--- src/sbma_pkg.sv ---
`default_nettype none
package sbma_pkg;

    // apb map, byte addresses
    localparam int unsigned ADDR_W     = 12;
    localparam int unsigned DATA_W     = 32;
    localparam logic [11:0] PARK_OFFS  = 12'h000;
    localparam logic [11:0] STAT_OFFS  = 12'h004;
    localparam logic [31:0] PARK_RESET = 32'h0000_0000;
    // only documented fields are writable, reserved bits stay zero
    localparam logic [31:0] PARK_WMASK = 32'h033C_7F00;

    // arbitration sizing
    localparam int unsigned NUM_M = 2;
    localparam int unsigned M_CPU = 0;
    localparam int unsigned M_DMA = 1;
    localparam int unsigned EXP_W = 4;
    localparam int unsigned CNT_W = 16;

    // park/priority register layout
    typedef struct packed {
        logic [5:0] rsv_hi;
        logic       boost_en;
        logic       wide_bc;
        logic [1:0] rsv_mid;
        logic [1:0] dma_prio;
        logic [1:0] cpu_prio;
        logic [2:0] rsv_lo;
        logic       fixed_mode;
        logic       timeout_en;
        logic       park_select;
        logic [3:0] lock_exp;
        logic [7:0] rsv_low;
    } sbma_park_t;

    // bus owner / pointer encoding
    typedef enum logic [1:0] {
        OWN_NONE = 2'b00,
        OWN_CPU  = 2'b01,
        OWN_DMA  = 2'b10
    } sbma_owner_t;

    // read-only status word
    typedef struct packed {
        logic [25:0] rsv;
        logic [1:0]  locks;
        sbma_owner_t ptr;
        sbma_owner_t owner;
    } sbma_status_t;

endpackage : sbma_pkg
`default_nettype wire

--- src/sbma_lockout_ctr.sv ---
`default_nettype none
module sbma_lockout_ctr #(
    parameter int unsigned CNT_W = sbma_pkg::CNT_W,
    parameter int unsigned EXP_W = sbma_pkg::EXP_W
) (
    input  wire logic             pclk,
    input  wire logic             presetn,
    input  wire logic             enable,
    input  wire logic             deny,
    input  wire logic [EXP_W-1:0] limit_exp,
    output logic                  locked
);

    logic [CNT_W-1:0] count_r;
    logic [CNT_W-1:0] count_nxt;
    logic [CNT_W-1:0] limit;
    logic             lock_r;
    logic             lock_nxt;

    // denied-cycle count, saturates once locked
    always_comb
    begin
        limit     = {{(CNT_W-1){1'b0}}, 1'b1} << limit_exp;
        count_nxt = count_r;
        lock_nxt  = lock_r;
        if (!enable || !deny)
        begin
            count_nxt = '0;
            lock_nxt  = 1'b0;
        end
        else if (!lock_r)
        begin
            count_nxt = CNT_W'(count_r + 1'b1);
            // limit is two to the exponent
            lock_nxt  = (count_nxt == limit);
        end
    end

    always_ff @(posedge pclk or negedge presetn)
    begin
        if (!presetn)
        begin
            count_r <= '0;
            lock_r  <= 1'b0;
        end
        else
        begin
            count_r <= count_nxt;
            lock_r  <= lock_nxt;
        end
    end

    assign locked = lock_r;
endmodule : sbma_lockout_ctr
`default_nettype wire

--- src/sbma_apb_regs.sv ---
`default_nettype none
module sbma_apb_regs (
    input  wire logic                 pclk,
    input  wire logic                 presetn,
    input  wire logic                 psel,
    input  wire logic                 penable,
    input  wire logic                 pwrite,
    input  wire logic [11:0]          paddr,
    input  wire logic [31:0]          pwdata,
    output logic [31:0]               prdata,
    output logic                      pready,
    output logic                      pslverr,
    input  wire sbma_pkg::sbma_status_t status,
    output sbma_pkg::sbma_park_t      cfg
);

    sbma_pkg::sbma_park_t park_r;
    sbma_pkg::sbma_park_t park_nxt;
    sbma_pkg::sbma_park_t wr_view;
    logic [31:0]          prdata_r;
    logic [31:0]          prdata_nxt;
    logic                 hit_park;
    logic                 hit_stat;
    logic                 access;

    // decode; unaligned or unmapped addresses miss
    assign hit_park = (paddr == sbma_pkg::PARK_OFFS);
    assign hit_stat = (paddr == sbma_pkg::STAT_OFFS);
    assign access   = psel && penable;
    assign wr_view  = pwdata;

    // write in access phase, read data latched in setup
    always_comb
    begin
        park_nxt   = park_r;
        prdata_nxt = prdata_r;
        if (access && pwrite && hit_park)
            park_nxt = sbma_pkg::sbma_park_t'(pwdata & sbma_pkg::PARK_WMASK);
        if (psel && !penable && !pwrite)
            prdata_nxt = hit_park ? park_r : (hit_stat ? status : 32'h0000_0000);
    end

    always_ff @(posedge pclk or negedge presetn)
    begin
        if (!presetn)
        begin
            park_r   <= sbma_pkg::PARK_RESET;
            prdata_r <= 32'h0000_0000;
        end
        else
        begin
            park_r   <= park_nxt;
            prdata_r <= prdata_nxt;
        end
    end

    // zero wait states; status is read-only so writes to it error
    assign pready  = 1'b1;
    assign pslverr = access && !(hit_park || (hit_stat && !pwrite));
    assign prdata  = prdata_r;
    assign cfg     = park_r;
endmodule : sbma_apb_regs
`default_nettype wire

--- src/sbma_arbiter.sv ---
// Operation
// - the boost enable bit lets the dma bandwidth request raise dma priority, otherwise it is ignored.
// - the wide byte count bit is driven to the dma to choose 24-bit or 16-bit byte counters.
// - the dma priority field encodes 00 lowest up to 11 highest.
// - the cpu priority field uses the same encoding.
// - the fixed mode bit selects round-robin at 0 and fixed priority at 1.
// - with timeout enabled, denied cycles are counted per master and a master at the limit gets access.
// - with no requests the pointer parks on the last active master, or on the top-priority one if park select is set.
// - the lock-out limit is two raised to the exponent field in denied cycles.
// - after reset the dma master ranks above the cpu master.
// - equal priority fields fall back to the reset order with dma first.
// - requester port 1 is the dma controller and port 0 is the processor core.
// - round-robin is the reset mode and a master finishing a transfer drops to lowest priority.
// - in fixed mode the top requester wins and keeps the bus until its transfers are done.
// - in fixed mode a lock switches to round-robin until all locks clear, then fixed resumes.
// - in round-robin mode timeout enable and lock-out time have no effect.
`default_nettype none
module sbma_arbiter #(
    parameter int unsigned NUM_M = sbma_pkg::NUM_M
) (
    input  wire logic        pclk,
    input  wire logic        presetn,
    input  wire logic        psel,
    input  wire logic        penable,
    input  wire logic        pwrite,
    input  wire logic [11:0] paddr,
    input  wire logic [31:0] pwdata,
    output logic [31:0]      prdata,
    output logic             pready,
    output logic             pslverr,
    input  wire logic        cpu_req,
    input  wire logic        dma_req,
    input  wire logic        dma_boost_req,
    input  wire logic        bus_xfer_done,
    output logic             cpu_gnt,
    output logic             dma_gnt,
    output sbma_pkg::sbma_owner_t arb_ptr,
    output logic             dma_wide_byte_count,
    output logic             dma_bandwidth_boost_enable
);

    sbma_pkg::sbma_park_t   cfg;
    sbma_pkg::sbma_status_t status;
    sbma_pkg::sbma_owner_t  owner_r;
    sbma_pkg::sbma_owner_t  owner_nxt;
    sbma_pkg::sbma_owner_t  ptr_r;
    sbma_pkg::sbma_owner_t  ptr_nxt;
    sbma_pkg::sbma_owner_t  rr_last_r;
    sbma_pkg::sbma_owner_t  rr_last_nxt;
    sbma_pkg::sbma_owner_t  top_prio;
    sbma_pkg::sbma_owner_t  rr_pick;
    sbma_pkg::sbma_owner_t  win;
    sbma_pkg::sbma_owner_t  other;
    logic [NUM_M-1:0]       req_v;
    logic [NUM_M-1:0]       gnt_v;
    logic [NUM_M-1:0]       lock_v;
    logic                   any_lock;
    logic                   eff_rr;
    logic                   prio_eq;
    logic                   boost_act;
    logic                   dma_first;
    logic                   own_req;
    logic                   other_req;
    logic                   count_en;

    // register file over apb
    sbma_apb_regs u_regs (
        .pclk    (pclk),
        .presetn (presetn),
        .psel    (psel),
        .penable (penable),
        .pwrite  (pwrite),
        .paddr   (paddr),
        .pwdata  (pwdata),
        .prdata  (prdata),
        .pready  (pready),
        .pslverr (pslverr),
        .status  (status),
        .cfg     (cfg)
    );

    // port 0 is the core, port 1 the dma
    assign req_v[sbma_pkg::M_CPU] = cpu_req;
    assign req_v[sbma_pkg::M_DMA] = dma_req;
    assign gnt_v[sbma_pkg::M_CPU] = (owner_r == sbma_pkg::OWN_CPU);
    assign gnt_v[sbma_pkg::M_DMA] = (owner_r == sbma_pkg::OWN_DMA);

    // counters run only in fixed mode
    assign count_en = cfg.fixed_mode && cfg.timeout_en;

    // one anti-lock-out counter per master
    for (genvar i = 0; i < NUM_M; i++)
    begin : g_lock
        sbma_lockout_ctr u_ctr (
            .pclk      (pclk),
            .presetn   (presetn),
            .enable    (count_en),
            .deny      (req_v[i] && !gnt_v[i]),
            .limit_exp (cfg.lock_exp),
            .locked    (lock_v[i])
        );
    end

    // effective priority and mode
    always_comb
    begin
        any_lock  = |lock_v;
        eff_rr    = !cfg.fixed_mode || any_lock;
        prio_eq   = (cfg.dma_prio == cfg.cpu_prio);
        boost_act = cfg.boost_en && dma_boost_req;
        dma_first = boost_act || prio_eq || (cfg.dma_prio > cfg.cpu_prio);
        top_prio  = dma_first ? sbma_pkg::OWN_DMA : sbma_pkg::OWN_CPU;
        // last finisher goes to the back
        rr_pick   = (rr_last_r == sbma_pkg::OWN_DMA) ? sbma_pkg::OWN_CPU : sbma_pkg::OWN_DMA;
    end

    // winner among requesters
    always_comb
    begin
        win = sbma_pkg::OWN_NONE;
        if (cpu_req && dma_req)
            win = eff_rr ? rr_pick : top_prio;
        else if (dma_req)
            win = sbma_pkg::OWN_DMA;
        else if (cpu_req)
            win = sbma_pkg::OWN_CPU;
    end

    // next owner, pointer and rotation state
    // a holder that drops its request frees the bus at once; waiting for a
    // done pulse as well would leave the bus idle for a cycle
    always_comb
    begin
        own_req     = 1'b0;
        other_req   = 1'b0;
        other       = sbma_pkg::OWN_NONE;
        unique case (owner_r)
            sbma_pkg::OWN_NONE:
            begin
                own_req = 1'b0;
            end
            sbma_pkg::OWN_CPU:
            begin
                own_req   = cpu_req;
                other_req = dma_req;
                other     = sbma_pkg::OWN_DMA;
            end
            sbma_pkg::OWN_DMA:
            begin
                own_req   = dma_req;
                other_req = cpu_req;
                other     = sbma_pkg::OWN_CPU;
            end
            default:
            begin
                own_req = 1'b0;
            end
        endcase
        owner_nxt = owner_r;
        // re-arbitrate only when the owner lets go
        if (owner_r == sbma_pkg::OWN_NONE || !own_req)
            owner_nxt = win;
        // hand over at transfer end in rotation
        else if (bus_xfer_done && eff_rr && other_req)
            owner_nxt = other;
        // otherwise the owner keeps the bus
        rr_last_nxt = rr_last_r;
        if (bus_xfer_done && owner_r != sbma_pkg::OWN_NONE)
            rr_last_nxt = owner_r;
        if (owner_nxt != sbma_pkg::OWN_NONE)
            ptr_nxt = owner_nxt;
        else if (cfg.park_select)
            ptr_nxt = top_prio;
        else if (owner_r != sbma_pkg::OWN_NONE)
            ptr_nxt = owner_r;
        else
            ptr_nxt = ptr_r;
    end

    always_ff @(posedge pclk or negedge presetn)
    begin
        if (!presetn)
        begin
            owner_r   <= sbma_pkg::OWN_NONE;
            ptr_r     <= sbma_pkg::OWN_DMA;
            rr_last_r <= sbma_pkg::OWN_CPU;
        end
        else
        begin
            owner_r   <= owner_nxt;
            ptr_r     <= ptr_nxt;
            rr_last_r <= rr_last_nxt;
        end
    end

    // grants decoded from one owner register, so never two
    assign cpu_gnt = gnt_v[sbma_pkg::M_CPU];
    assign dma_gnt = gnt_v[sbma_pkg::M_DMA];
    assign arb_ptr = ptr_r;

    // dma configuration straight from the register
    assign dma_wide_byte_count        = cfg.wide_bc;
    assign dma_bandwidth_boost_enable = cfg.boost_en;

    // status word seen by software
    always_comb
    begin
        status       = '0;
        status.locks = lock_v;
        status.ptr   = ptr_r;
        status.owner = owner_r;
    end
endmodule : sbma_arbiter
`default_nettype wire

--- config.mk ---
export PLATFORM = sky130hd
export DESIGN_NAME = sbma_arbiter
export DESIGN_NICKNAME = d
export VERILOG_FILES = /design/src/sbma_pkg.sv /design/src/sbma_lockout_ctr.sv /design/src/sbma_apb_regs.sv /design/src/sbma_arbiter.sv
export SDC_FILE = /design/constraint.sdc
export NUM_CORES = 1
export LEC_CHECK = 0
export ABC_AREA = 1
export ABC_CLOCK_PERIOD_IN_PS = 1900
export BUFFER_PORTS_ARGS = -buffer_cell sky130_fd_sc_hd__buf_4
export CORE_MARGIN = 10
export CORE_UTILIZATION = 25
export CTS_BUF_LIST = sky130_fd_sc_hd__clkbuf_8
export CTS_CLUSTER_SIZE = 28
export DETAILED_ROUTE_END_ITERATION = 16
export PLACE_DENSITY_LB_ADDON = 0.2
export SLEW_MARGIN = 20
export SYNTH_ARGS = -nofsm -noshare
export SYNTH_HDL_FRONTEND = slang
export SYNTH_HIERARCHICAL = 1
export SYNTH_SLANG_ARGS = --single-unit
--- constraint.sdc ---
create_clock -name pclk -period 1.9 [get_ports pclk]
set_clock_uncertainty 0.2 [all_clocks]
set_input_delay 0.38 -clock pclk [delete_from_list [all_inputs] [get_ports pclk]]
set_output_delay 0.38 -clock pclk [all_outputs]
set_load 0.01 [all_outputs]
==> results.sh <==
export IMPL_syn2layout_area_growth_pct=32.67
export IMPL_vias=5853
export IMPL_clock_fmax_mhz=530.4
export IMPL_slowest_stage="dfrtp_1"
export IMPL_status="completed"
export IMPL_worstPathMaxFanout=4
export IMPL_critical_path_top_delay_family="flip-flops"
export IMPL_route_met3_wl_um=1010
export IMPL_port_buffers=72
export IMPL_syn_area_per_cell_um2=6.808
export IMPL_grtUsageTotal_pct=11.97
export IMPL_slew_viol_final=0
export IMPL_post_drt_wl_per_cell_um=13.31
export IMPL_start_kind="flop"
export IMPL_dr_wl_met2_um=7981
export IMPL_grt_max_degree=24
export IMPL_path_cells="buf_6 -> ha_4 -> buf_6 -> buf_6"
export IMPL_grt_first_pass_wirelength_um=29820
export IMPL_syn_cell_area_um2=5876
export IMPL_die_height_um=173.3
export IMPL_fp_dieW_um=173.3
export IMPL_drt_met1_wl_um=8636
export IMPL_drive_gt1_share_pct=25.91
export IMPL_finalCriticalPeriod_ns=1.885
export IMPL_period_share_pct=99.23
export IMPL_antenna_found_initial=0
export IMPL_io_pins=93
export IMPL_dp_slack_ns=-0.02091
export IMPL_grt_pass1_vias=5689
export IMPL_crit_path_max_incr_delay_ns=0.42
export IMPL_postPlaceCellArea_um2=7326
export IMPL_ctsLongestPathBuffers=2
export IMPL_cts_tree="built"
export IMPL_hold_violations=0
export IMPL_fin_ws_ns=0.01464
export IMPL_dieArea_um2=30030
export IMPL_vdd_ir_drop_max_mv=0.4767
export IMPL_top_layer_used="met4"
export IMPL_insertion_delay_ns=0.38
export IMPL_coreArea_um2=23330
export IMPL_gp_congestion=0.8287
export IMPL_dr_pass1_iters=4
export IMPL_drt_iter0_markers=306
export IMPL_cts_clk_slew_worst_paths_ns=0.10
export IMPL_drtAntennaViolNets=0
export IMPL_cts_buffers=9
export IMPL_multi_input_area_um2=3480
export IMPL_cts_htree_levels=3
export IMPL_leakagePower_nw=4.012
export IMPL_finalWirelength_um=17810
export IMPL_cts_sinks=85
export IMPL_cp_num_buf_inv=3
export IMPL_critPathKind="reg2out"
export IMPL_num_rows=56
export IMPL_hp_class="in2reg"
export IMPL_nets=1076
export IMPL_crit_path_end_kind="primary output"
export IMPL_final_cell_area_um2=7795
export IMPL_rsz0062_at_grt="yes"
export IMPL_initial_utilization_pct=25.18
export IMPL_required_ns=1.32
export IMPL_fillers=2527
export IMPL_root_buffer="clkbuf_8"
export IMPL_antenna_cells=0
export IMPL_ff_latch_area_um2=2133
export IMPL_dp_hpwl_um=13630
export IMPL_via_per_inst=4.374
export IMPL_setup_violations=0
export IMPL_overflow=0
export IMPL_drc_errors=0
export IMPL_syn_inst=863
export IMPL_arrival_ns=1.31
export IMPL_max_cap_viol_count=0
export IMPL_p_per_area_nw_per_um2=549.0
export IMPL_yosysWarnings=6
export IMPL_finalSetupTns_ns=0
export IMPL_cpMostUsedCell="buf_6"
## worst reg2reg max path, cell delays in order (launching register included)
cell     delay [ns]
dfrtp_1        0.42
ha_4           0.20
buf_4          0.14
xnor2_2        0.14
o21ai_1        0.08
nand2_1        0.06
nand2_1        0.05
nor2_1         0.11
nand3_1        0.09
nor2_1         0.11
nand3_1        0.13
nand2_1        0.09
## routing by layer
layer / GRT usage [%] / vias to the layer above
li1: - / 3062
met1: 16.30 / 2676
met2: 18.32 / 101
met3: 3.289 / 14
met4: 2.839 / 0
met5: 0 / -
## stage by stage
stage | hold WS (ns) | total power, mW | utilization (%) | cells
2_1_floorplan | -0.1156 | 2.431 | - | 888
3_3_place_gp | 0.1331 | 2.853 | 31.40 | 1316
3_5_place_dp | 0.1257 | 2.850 | 31.40 | 1316
4_1_cts | 0.01482 | 4.231 | 32.61 | 1335
5_1_grt | 0.02740 | 4.558 | 33.41 | 1338
6_report | 0.04366 | 4.280 | 33.41 | 1338
## registers in the layout, indices dropped and copies added (netlist names)
signal                flops
arb_ptr                   2
g_lock.u_ctr/count_r     32
g_lock.u_ctr/locked       2
owner_r                   2
rr_last_r                 2
u_regs/cfg               13
u_regs/prdata            32
## power by group
group	total (mW)	internal, mW	switching (mW)
Clock	1.27	0.497	0.772
Combinational	1.08	0.520	0.556
Sequential	1.93	1.88	0.0525
Total	4.28	2.90	1.38
## area by class of cell
cell class              count  area share, %
clock inverters             7         0.7063
repair buffers            145          15.57
clock buffers               9          1.589
multi-input cells         669          44.64
inverters                 104          5.008
well taps                 319          5.120
flip-flops and latches     85          27.37
## final timing paths
| check | startpoint | to | slack [ns] | cells after the start |
|---|---|---|---|---|
| max | owner_r[1] | dma_gnt | 0.01 | 4 |
| min | pwdata[21] | u_regs/cfg[21] | 0.04 | 3 |
| max reg2reg | g_lock[0].u_ctr/count_r[1] | g_lock[0].u_ctr/locked | 0.03 | 11 |
| min reg2reg | rr_last_r[0] | rr_last_r[0] | 0.29 | 2 |
| max in group asynchronous | presetn | arb_ptr[1] | 0.70 | 3 |
| min in group asynchronous | presetn | g_lock[0].u_ctr/count_r[2] | 0.29 | 2 |
## cell usage in the layout, fill, tap and decap left out, types with 2 or more instances in the layout
master and n:
nand2_1 276, buf_4 130, nand3_1 128, inv_1 96, dfrtp_1 80, nor2_1 50
nand4_1 36, conb_1 27, o21ai_0 24, nand2_2 19, o21ai_2 15, nor2_2 13
nor2_4 13, nand3_2 10, clkbuf_8 9, inv_2 8, o22ai_1 8, buf_12 8
nand2_4 7, o21ai_1 7, nand3b_1 6, buf_6 6, ha_4 5, ha_1 4
inv_6 4, a21oi_2 3, a21oi_1 3, dfrtp_2 3, dfstp_2 2, xnor2_1 2
o21bai_1 2, xnor2_2 2, nor3_1 2
## what timing repair did
| action | CTS | global route |
|---|---|---|
| gates resized for setup | 20 | 51 |
| hold buffers | 1 | 0 |
| setup buffers | 1 | 3 |
| endpoints found under the hold margin | 18 | 0 |
| gates cloned | 2 | 0 |
| pin swaps | 6 | 19 |
| setup endpoints to repair | 6 | 30 |
No activity file was read; power rests on OpenSTA's default activity.
